===== src/shared/drive_status_defines.vh =====
// constants for the drive status and diagnostic flag block
`ifndef DRIVE_STATUS_DEFINES_VH
`define DRIVE_STATUS_DEFINES_VH

`define SPEED_W 12
`define SPEED_FULL_SCALE 12'sh3E8
`define FIRING_FEEDBACK_MIN 11'h2FF
`define AT_SPEED_ERR_MAX 12'h00F
`define OVERLOAD_W 24
`define OVERLOAD_FULL 24'hFFFFFF
`define CLOCK_HZ 50000000
`define CLOCK_NS 20
`define WATCHDOG_TIMEOUT_US 1000
`define WATCHDOG_CYCLES ((`WATCHDOG_TIMEOUT_US * 1000) / `CLOCK_NS)
`define WATCHDOG_CNT_W 24

`endif


===== src/rtl/drive_status_flags.v =====
// status and diagnostic flag logic of the drive controller
`timescale 1ns/100ps
`include "drive_status_defines.vh"

// How it works
// - on a trip, real-valued readouts freeze until drive reset.
// - forward flag set only when running forward above zero speed threshold.
// - reverse flag set only when running reverse above zero speed threshold.
// - encoder feedback: A leading B is forward, A lagging B reverse.
// - both direction flags clear gives zero speed flag and indicator.
// - current-limit flag while demand plus offset is being limited.
// - bridge flags follow firing of forward and reverse bridges.
// - phase-back flag while standstill function phases back firing.
// - at-speed when ramp output equals input and error under 1.5 percent.
// - overspeed flag when feedback exceeds 1000; never trips.
// - zero speed flag when feedback below programmed threshold.
// - clamp flag while active; armature voltage increase is blocked.
// - phase sequence bit: 0 for L1 L3 L2, 1 for L1 L2 L3.
// - healthy flag high only when powered and no trip.
// - overload alarm flag and flashing indicator while overload builds.
// - field loss flag when no field current; no trip in direct firing mode.
// - feedback loss only beyond firing angle 767; trip may be disabled.
// - supply loss flag on missing phase unless detection disabled.
// - peak above twice rated current sets flag, kills firing at once.
// - overload accumulator rises by excess, falls toward zero, own rates.
// - each rate scales its step: excess or deficit times rate, over 16, per cycle.
// - processor restarts watchdog; expiry forces shutdown and sets fault flag.
module drive_status_flags #(
  parameter [23:0] WATCHDOG_LIMIT = `WATCHDOG_CYCLES
) (
  input wire clock,
  input wire sys_rst,
  input wire signed [11:0] speed_feedback,
  input wire signed [11:0] final_speed_demand,
  input wire signed [11:0] pre_ramp_reference,
  input wire signed [11:0] post_ramp_reference,
  input wire [11:0] zero_speed_threshold,
  input wire encoder_selected,
  input wire encoder_a,
  input wire encoder_b,
  input wire current_demand_limited,
  input wire forward_bridge_fire,
  input wire reverse_bridge_fire,
  input wire standstill_phaseback,
  input wire clamp_active,
  input wire phase_order_l1_l2_l3,
  input wire signed [11:0] current_feedback,
  input wire [11:0] overload_threshold,
  input wire [15:0] overload_rise_rate,
  input wire [15:0] overload_fall_rate,
  input wire field_current_absent,
  input wire direct_firing_selected,
  input wire speed_feedback_absent,
  input wire [10:0] firing_angle,
  input wire feedback_loss_disable,
  input wire phase_missing,
  input wire supply_loss_disable,
  input wire current_peak_over,
  input wire watchdog_restart,
  input wire [11:0] armature_voltage_demand,
  output reg forward_running_flag,
  output reg reverse_running_flag,
  output reg current_limit_flag,
  output reg forward_bridge_firing_flag,
  output reg reverse_bridge_firing_flag,
  output reg standstill_phaseback_flag,
  output reg at_speed_flag,
  output reg overspeed_flag,
  output reg zero_speed_flag,
  output reg zero_speed_indicator,
  output reg voltage_clamp_flag,
  output reg phase_sequence_flag,
  output reg drive_ok_flag,
  output reg overload_alarm_flag,
  output reg alarm_indicator,
  output reg field_failure_flag,
  output reg speed_feedback_missing_flag,
  output reg phase_missing_flag,
  output reg overcurrent_peak_flag,
  output reg sustained_overload_flag,
  output reg watchdog_fault_flag,
  output reg firing_enable,
  output reg [11:0] armature_voltage_limited,
  output reg signed [11:0] speed_readout,
  output reg [11:0] current_readout,
  output reg [23:0] overload_readout
);
  wire [23:0] overload_level;
  wire overload_alarm;
  wire overload_full;
  wire [11:0] speed_mag;
  wire [11:0] current_mag;
  wire signed [12:0] speed_error;
  wire [12:0] speed_error_mag;
  wire beyond_zero;
  wire encoder_forward;
  wire moving_forward;
  wire moving_reverse;
  wire feedback_check;
  wire trip_now;
  wire trip_active;
  reg a_prev_reg;
  reg b_prev_reg;
  reg encoder_dir_reg;
  reg tripped_reg;
  reg field_trip_reg;
  reg feedback_trip_reg;
  reg supply_trip_reg;
  reg [23:0] watchdog_cnt_reg;
  reg [21:0] flash_cnt_reg;

  overload_integrator overload_unit (
    .clock(clock),
    .sys_rst(sys_rst),
    .current_feedback(current_feedback),
    .overload_threshold(overload_threshold),
    .rise_rate(overload_rise_rate),
    .fall_rate(overload_fall_rate),
    .overload_level_reg(overload_level),
    .alarm_reg(overload_alarm),
    .full_reg(overload_full)
  );

  assign speed_mag = speed_feedback[11] ? (12'h000 - speed_feedback) : speed_feedback;
  assign current_mag = current_feedback[11] ? (12'h000 - current_feedback) : current_feedback;
  assign beyond_zero = speed_mag >= zero_speed_threshold;
  // quadrature phase: a edge with b low after rise means a leads b
  assign encoder_forward = encoder_dir_reg;
  assign moving_forward = beyond_zero &&
    (encoder_selected ? encoder_forward : !speed_feedback[11]);
  assign moving_reverse = beyond_zero &&
    (encoder_selected ? !encoder_forward : speed_feedback[11]);
  assign speed_error = {final_speed_demand[11], final_speed_demand}
    - {speed_feedback[11], speed_feedback};
  assign speed_error_mag = speed_error[12] ? (13'h0000 - speed_error) : speed_error;
  assign feedback_check = firing_angle > `FIRING_FEEDBACK_MIN;
  assign trip_now = current_peak_over || (watchdog_cnt_reg >= WATCHDOG_LIMIT) || overload_full
    || (field_current_absent && !direct_firing_selected)
    || (speed_feedback_absent && feedback_check && !feedback_loss_disable)
    || (phase_missing && !supply_loss_disable);
  assign trip_active = tripped_reg || trip_now;

  always @(posedge clock)
  begin
    if (sys_rst)
    begin
      a_prev_reg <= 1'b0;
      b_prev_reg <= 1'b0;
      encoder_dir_reg <= 1'b1;
    end
    else
    begin
      a_prev_reg <= encoder_a;
      b_prev_reg <= encoder_b;
      if (encoder_a != a_prev_reg)
        encoder_dir_reg <= encoder_a ^ encoder_b;
      else if (encoder_b != b_prev_reg)
        encoder_dir_reg <= !(encoder_a ^ encoder_b);
    end
  end

  always @(posedge clock)
  begin
    if (sys_rst)
    begin
      forward_running_flag <= 1'b0;
      reverse_running_flag <= 1'b0;
      current_limit_flag <= 1'b0;
      forward_bridge_firing_flag <= 1'b0;
      reverse_bridge_firing_flag <= 1'b0;
      standstill_phaseback_flag <= 1'b0;
      at_speed_flag <= 1'b0;
      overspeed_flag <= 1'b0;
      zero_speed_flag <= 1'b1;
      zero_speed_indicator <= 1'b1;
      voltage_clamp_flag <= 1'b0;
      phase_sequence_flag <= 1'b0;
      armature_voltage_limited <= 12'h000;
    end
    else
    begin
      forward_running_flag <= moving_forward;
      reverse_running_flag <= moving_reverse;
      zero_speed_flag <= speed_mag < zero_speed_threshold;
      zero_speed_indicator <= !moving_forward && !moving_reverse;
      current_limit_flag <= current_demand_limited;
      forward_bridge_firing_flag <= forward_bridge_fire;
      reverse_bridge_firing_flag <= reverse_bridge_fire;
      standstill_phaseback_flag <= standstill_phaseback;
      at_speed_flag <= (post_ramp_reference == pre_ramp_reference)
        && (speed_error_mag[11:0] < `AT_SPEED_ERR_MAX) && !speed_error_mag[12];
      overspeed_flag <= speed_feedback > `SPEED_FULL_SCALE;
      voltage_clamp_flag <= clamp_active;
      if (!clamp_active || armature_voltage_demand < armature_voltage_limited)
        armature_voltage_limited <= armature_voltage_demand;
      phase_sequence_flag <= phase_order_l1_l2_l3;
    end
  end

  always @(posedge clock)
  begin
    if (sys_rst)
    begin
      tripped_reg <= 1'b0;
      drive_ok_flag <= 1'b0;
      firing_enable <= 1'b0;
      overload_alarm_flag <= 1'b0;
      alarm_indicator <= 1'b0;
      flash_cnt_reg <= 22'h000000;
      field_failure_flag <= 1'b0;
      field_trip_reg <= 1'b0;
      speed_feedback_missing_flag <= 1'b0;
      feedback_trip_reg <= 1'b0;
      phase_missing_flag <= 1'b0;
      supply_trip_reg <= 1'b0;
      overcurrent_peak_flag <= 1'b0;
      sustained_overload_flag <= 1'b0;
      watchdog_fault_flag <= 1'b0;
      watchdog_cnt_reg <= 24'h000000;
    end
    else
    begin
      tripped_reg <= trip_active;
      drive_ok_flag <= !trip_active;
      firing_enable <= !trip_active;
      overload_alarm_flag <= overload_alarm;
      flash_cnt_reg <= flash_cnt_reg + 22'h000001;
      alarm_indicator <= overload_alarm && flash_cnt_reg[21];
      field_failure_flag <= field_current_absent;
      field_trip_reg <= field_trip_reg || (field_current_absent && !direct_firing_selected);
      speed_feedback_missing_flag <= speed_feedback_absent && feedback_check;
      feedback_trip_reg <= feedback_trip_reg
        || (speed_feedback_absent && feedback_check && !feedback_loss_disable);
      phase_missing_flag <= phase_missing && !supply_loss_disable;
      supply_trip_reg <= supply_trip_reg || (phase_missing && !supply_loss_disable);
      if (current_peak_over)
        overcurrent_peak_flag <= 1'b1;
      if (overload_full)
        sustained_overload_flag <= 1'b1;
      if (watchdog_cnt_reg >= WATCHDOG_LIMIT)
        watchdog_fault_flag <= 1'b1;
      if (watchdog_restart)
        watchdog_cnt_reg <= 24'h000000;
      else if (watchdog_cnt_reg < WATCHDOG_LIMIT)
        watchdog_cnt_reg <= watchdog_cnt_reg + 24'h000001;
    end
  end

  always @(posedge clock)
  begin
    if (sys_rst)
    begin
      speed_readout <= 12'h000;
      current_readout <= 12'h000;
      overload_readout <= 24'h000000;
    end
    else if (!trip_active)
    begin
      speed_readout <= speed_feedback;
      current_readout <= current_mag;
      overload_readout <= overload_level;
    end
  end
endmodule // drive_status_flags


===== src/rtl/overload_integrator.v =====
// i x t overload accumulator with separate rise and fall rates
`timescale 1ns/100ps
module overload_integrator (
  input wire clock,
  input wire sys_rst,
  input wire signed [11:0] current_feedback,
  input wire [11:0] overload_threshold,
  input wire [15:0] rise_rate,
  input wire [15:0] fall_rate,
  output reg [23:0] overload_level_reg,
  output reg alarm_reg,
  output reg full_reg
);
  wire [11:0] current_mag;
  wire above;
  wire [11:0] excess;
  wire [11:0] deficit;
  wire [27:0] rise_step;
  wire [27:0] fall_step;
  reg [23:0] overload_level_next;

  assign current_mag = current_feedback[11] ? (12'h000 - current_feedback) : current_feedback;
  assign above = current_mag > overload_threshold;
  assign excess = current_mag - overload_threshold;
  assign deficit = overload_threshold - current_mag;
  // step per cycle scaled so full-scale overload reaches the top in the programmed time
  assign rise_step = excess * rise_rate;
  assign fall_step = deficit * fall_rate;

  always @*
  begin
    overload_level_next = overload_level_reg;
    if (above)
    begin
      if ({4'h0, overload_level_reg} + rise_step[27:4] >= {4'h0, `OVERLOAD_FULL})
        overload_level_next = `OVERLOAD_FULL;
      else
        overload_level_next = overload_level_reg + rise_step[27:4];
    end
    else if (overload_level_reg > fall_step[27:4])
      overload_level_next = overload_level_reg - fall_step[27:4];
    else
      overload_level_next = 24'h000000;
  end

  always @(posedge clock)
  begin
    if (sys_rst)
    begin
      overload_level_reg <= 24'h000000;
      alarm_reg <= 1'b0;
      full_reg <= 1'b0;
    end
    else
    begin
      overload_level_reg <= overload_level_next;
      alarm_reg <= above && (overload_level_next != 24'h000000);
      full_reg <= overload_level_next == `OVERLOAD_FULL;
    end
  end
endmodule // overload_integrator


===== config.mk =====
export PLATFORM = sky130hd
export DESIGN_NAME = drive_status_flags
export DESIGN_NICKNAME = d
export VERILOG_FILES = /design/src/rtl/drive_status_flags.v /design/src/rtl/overload_integrator.v
export VERILOG_INCLUDE_DIRS = /design/src /design/src/shared
export SDC_FILE = /design/constraint.sdc
export NUM_CORES = 1
export LEC_CHECK = 0
export ABC_AREA = 0
export BUFFER_PORTS_ARGS = -buffer_cell sky130_fd_sc_hd__buf_2
export CORE_UTILIZATION = 40
export DETAILED_ROUTE_END_ITERATION = 8
export PLACE_DENSITY = 0.63
export RECOVER_POWER = 25
export SLEW_MARGIN = 20
export SYNTH_ARGS = -nofsm -noshare
export SYNTH_HDL_FRONTEND = slang
export SYNTH_SLANG_ARGS = --single-unit

===== constraint.sdc =====
create_clock -name clock -period 11.89 [get_ports clock]
set_clock_uncertainty 0.1 [all_clocks]
set_input_delay 0 -clock clock [delete_from_list [all_inputs] [get_ports clock]]
set_output_delay 0 -clock clock [all_outputs]
set_load 0.01 [all_outputs]

* Word-level counts from Yosys, hierarchy flattened
Cells that the tools add are included.
** Storage, ports and cells
- Register bits :: 157
- Input bits :: 158
- Logic and storage cells :: 105
** Cells by class
- Add/subtract/negate cells :: 11
- Multiply operators :: 2
- $lt $le $gt $ge :: 11
- Eq/ne operators :: 4
- Multiplexer cells :: 10
- Bitwise operators :: 1
- Reductions and logical operators :: 32
** Operators with widths (count)
- 2-to-1 mux 24 bit :: 3
- multiplier 12 x 16 -> 28 bit :: 2
- greater-or-equal comparator 28 x 24 -> 1 bit (second input constant) :: 1
- adder 24 x 24 -> 25 bit :: 1
- adder 24 x 1 -> 24 bit (second input constant) :: 1
- adder 24 bit :: 1
- == test 24 bit (second input constant) :: 1
- greater-or-equal comparator 24 x 16 -> 1 bit (second input constant) :: 1
- greater-than comparator 24 bit :: 1
- less-than comparator 12 bit :: 2
- less-than comparator 24 x 16 -> 1 bit (second input constant) :: 1
- 2-to-1 mux 12 bit :: 2
- nonzero test 24 bit :: 1
- subtractor 1 x 12 -> 12 bit (first input constant) :: 2
- subtractor 12 bit :: 2
- subtractor 24 bit :: 1
- adder 22 x 1 -> 22 bit (second input constant) :: 1
- 2-to-1 mux 13 bit :: 1
- subtractor 1 x 13 -> 13 bit (first input constant) :: 1
- subtractor 12 x 12 -> 13 bit :: 1
- == test 12 bit :: 1
- greater-or-equal comparator 12 bit :: 1
- greater-than comparator 12 x 11 -> 1 bit (second input constant) :: 1
- greater-than comparator 12 bit :: 1
- other kinds (10) :: 40

* Depth between registers and ports, before layout
- Depth after elaboration :: 10
- Mapped depth :: 51
- Depth with buffers taken out :: 47

* Cells and area by module
Synthesis repeated with hierarchy kept, for this count alone.
** Unflattened totals
- Cells, all modules :: 2854
- Area, all modules :: 23486.3 um2
** By module, submodules not included
- overload_integrator :: instances 1, cells an instance 2034, area each 16701.0 um2, seq. area each 520.5 um2
- drive_status_flags :: instances 1, cells an instance 820, area each 6785.3 um2, seq. area each 2622.5 um2

* Worst setup path after synthesis
Ideal clock, no wire load.
- Kind :: input -> register
- Start :: input port current_feedback[6]
- End :: register overload_unit.alarm_reg
- Setup time :: 0.115 ns
- Data arrival time :: 10.681 ns
- Data required time :: 11.675 ns
- Path slack :: 0.994 ns
- Stages on the path :: 42
- Path buffers :: 2
- Path through :: or4_1 or4_1 nand2_1 xor2_1 inv_1 ha_1 clkbuf_1 and4_1 nand3_1 o21ai_0 nor3_1 xnor2_1 clkbuf_1 nand2_1 fa_1 fa_1 inv_1 fa_1 (+6 left out) a21o_1 a41oi_1 a211oi_1 a211o_1 a21oi_1 xnor2_1 ha_1 a21o_1 a21o_1 a21o_1 nand2b_1 o311ai_2 a211oi_1 a221o_1 or3b_1 or4_1 or4_1 o21a_1
** On the way
- Cells in the longest elaborated chain, start to end :: 10
** RTL lines
- start, declared :: RTL line drive_status_flags.v:47 : input wire signed [11:0] current_feedback,
- subtractor 1 x 12 -> 12 bit *
- 2-to-1 mux 12 bit *
- net current_mag[9] :: RTL line drive_status_flags.v:92 : wire [11:0] current_mag;
- subtractor 12 bit :: RTL line overload_integrator.v:24 : assign excess = current_mag - overload_threshold;
- multiplier 12 x 16 -> 28 bit :: RTL line overload_integrator.v:27 : assign rise_step = excess * rise_rate;
- adder 24 x 24 -> 25 bit :: RTL line overload_integrator.v:35 : if ({4'h0, overload_level_reg} + rise_step[27:4] >= {4'h0, `OVERLOAD_FULL})
- greater-or-equal comparator 28 x 24 -> 1 bit :: RTL line overload_integrator.v:35
- 2-to-1 mux 24 bit :: RTL line overload_integrator.v:35
- 2-to-1 mux 24 bit :: RTL line overload_integrator.v:33 : if (above)
- nonzero test 24 bit :: RTL line overload_integrator.v:57 : alarm_reg <= above && (overload_level_next != 24'h000000);
- logical AND 1 bit * :: RTL line overload_integrator.v:57
- end signal, assigned :: RTL line overload_integrator.v:57
- end, declared :: RTL line overload_integrator.v:11 : output reg alarm_reg,
The timed path passes the listed nets; every way through them passes the cells marked *.
A chain may end at the register's enable or synchronous reset.

* Worst setup path after layout
- Start :: input port current_feedback[3]
- End :: register overload_unit.alarm_reg
The elaborated chain is that of the path after synthesis.

==> metrics.md <==
| Metric | Value |
|---|---|
| Total track usage | 0.211 |
| Slowest CP cell | or4_1 |
| Max incr delay on CP | 0.57 ns |
| Maximum clock insertion buffer count | 2 |
| WL per Instance | 16.1 um |
| Place WS | 0.224 ns |
| Main combinational cell family by area after synthesis | adder cells |
| Share of Yosys cell area claimed by the top area cell type | 0.246 |
| Clk Tree Root Cell | clkbuf_16 |
| Antenna cell count | 0 |
| CP Max Fanout | 10 |
| DRC viols | 0 |
| Post-Synth Adder-Cell Area | 0.374 |
| H-tree depth | 4 |
| CP Launch Type | input port |
| 1st-iter DRT viols | 1304 |
| Worst-path clk slew | 0.07 ns |
| Die Area | 59000 sq um |
| CTS Buf Count | 17 |
| Final min period | 11.47 ns |
| Hold Crit Depth | 3 |
| Layout Nets | 3764 |
| RePlAce Congestion | 0.953 |
| Failing checks | max-capacitance violations, max-slew violations |
| Die Height | 243 um |
| Die Wd | 243 um |
| Area delta synth->final | 14.6% |
| GRT Residual Overflow | 0 |
| Yosys top cell by area | fa_1 |
| Synth Area in Simple Gates | 0.203 |
| Multiplexer share of the synthesized area | 0.00690 |
| Vias | 19961 |
| Final core occ | 0.467 |
| Synthesized area | 23200 sq um |
| Synth top area cells | fa_1 25%, dfxtp_1 14%, ha_1 13% |
| Row count | 87 |
| Slew @ Worst Pin | 3.83 ns |
| Tightest Hold Check Type | input port to flip-flop |
| Final worst slack | 0.421 ns |
| Crit Reg-Reg Endpoint | overload_unit.full_reg |
| Post-synthesis cell type count | 75 |
| Worst R2R Start | overload_unit.overload_level_reg[1] |
| Crit path kind | input port to flip-flop |
| Hold slack | 0.0115 ns |
| Period utilization | 0.965 |
| Syn. warnings | 0 |
| CP Capture Type | flip-flop |
| Post-DRT Antenna Nets | 0 |
| R2R depth | 13 |
| Top FF cell, synth | dfxtp_1 |
| Maximum clock rate | 87.2 MHz |
| Vias in the first global route | 19431 |
| Final setup vio count | 0 |
| Count leader, synth | inv_1 |
| DP HPWL | 50000 um |
| Io pins | 240 |
| Initial antenna violation count | 0 |
| Pin count of the biggest net entering global routing | 91 |
| MaxCap Viol Count | 1 |
| Final Hold Vio Count | 0 |
| Post-synthesis compound-gate area fraction | 0.131 |
| Commonest cells in the netlist | 427 x inv_1, 396 x nand2_1, 285 x fa_1 |
| Syn Area/Cell | 8.18 sq um |
| Starting density of the core | 0.408 |
| Min-Delay Startpoint | current_feedback[11] |
| Post-route design area | 26600 sq um |
| Outcome | finished, violations left |
| Area after DPL | 25200 sq um |
| Core area | 56900 sq um |
| CP Data Arrival Time | 11.72 ns |
| Number of synthesized flops with an enable pin | 0 |
| Share of flip-flops with an asynchronous set or reset | 0 |
| Port bufs | 231 |
| DRT Pass-1 Iters | 9 |
| WL final | 62000 um |
| Share of post-route cells with drive strength above 1 | 0.106 |
| Reg2reg setup slack | 7.01 ns |
| Synth Area in XOR/XNOR | 0.0622 |
| Post-synthesis sequential area ratio | 0.135 |
| Clock sinks | 157 |
| Worst Hold End | current_readout[1] |
| CTS tree | built |
| Cells after Synth | 2838 |
| Insertion delay to the later sink of the worst-skew pair | 0.46 ns |
| Syn nets | 3520 |
| Slew margin rel. | -1.55 |
| Final Max Tran Viols | 91 |
| Vias per inst | 5.18 |
| CP required | 12.14 ns |
| First-pass GRT wire length | 101000 um |
| #FFs+latches synth | 157 |
layout make-up:
cell class,instances,area (sq um)
Clock inverter,15,190
Fill cell,5721,30300
Sequential cell,157,3140
Timing Repair Buffer,334,2030
Multi-Input combinational cell,2145,18300
Clock buffer,17,425
Inverter,427,1600
Tap cell,756,946
cells in the final DEF, fill, tap and decap left out, drive strengths merged, types with 83 or more instances in the layout:
cell,instances
a21oi,169
nand2,396
xnor2,83
nor2,153
dfxtp,157
buf,237
ha,239
fa,285
inv,435
and2,122
worst max path at each step:
stage / from / to / slack, ns / depth (start not counted)
2_1_floorplan: current_feedback[6] / overload_unit.alarm_reg / 0.99 / 42
3_3_place_gp: current_feedback[0] / overload_unit.alarm_reg / 0.33 / 43
3_5_place_dp: current_feedback[0] / overload_unit.alarm_reg / 0.22 / 43
4_1_cts: current_feedback[0] / overload_unit.alarm_reg / 0.13 / 44
5_1_grt: current_feedback[0] / overload_unit.alarm_reg / -0.07 / 42
6_report: current_feedback[3] / overload_unit.alarm_reg / 0.42 / 41
logic make-up (layout without fill, tap and decap cells):
family / Yosys count / after routing
buf+inv: 536 / 793
mux: 16 / 16
fa+ha+maj: 524 / 524
xor+xnor: 165 / 165
simple gates: 970 / 970
flops: 157 / 157
compound gates: 470 / 470
worst max-delay path: cells and delay by family:
family	cells	cell delay [ns]
compound gates	15	3.29
xor+xnor	3	0.81
fa+ha+maj	8	3.89
buf+inv	6	0.97
simple gates	9	2.76
through the flow:
step,TNS (ns),cells
after floorplan,0,2838
after global placement,0,3753
after detailed placement,0,3753
after CTS,0,3841
after global routing,-0.0698,3851
final,0,3851
repair_timing:
action                                  in CTS  in global routing
endpoints found under the setup margin       0                  2
setup buffers                                0                 10
gates resized for setup                      0                 44
hold endpoints to repair                    78                  0
hold buffers                                56                  0
routing by layer:
metal / up-vias / routed length (um) / track usage
met5: - / 0 / 0
met4: 0 / 1530 / 0.0618
met3: 87 / 2550 / 0.0219
met2: 485 / 29400 / 0.348
met1: 9711 / 28500 / 0.291
li1: 9678 / - / -
Power is left out: the tool's default activity adds up to more than one toggle a clock period on the data nets, which glitch-free logic cannot reach.
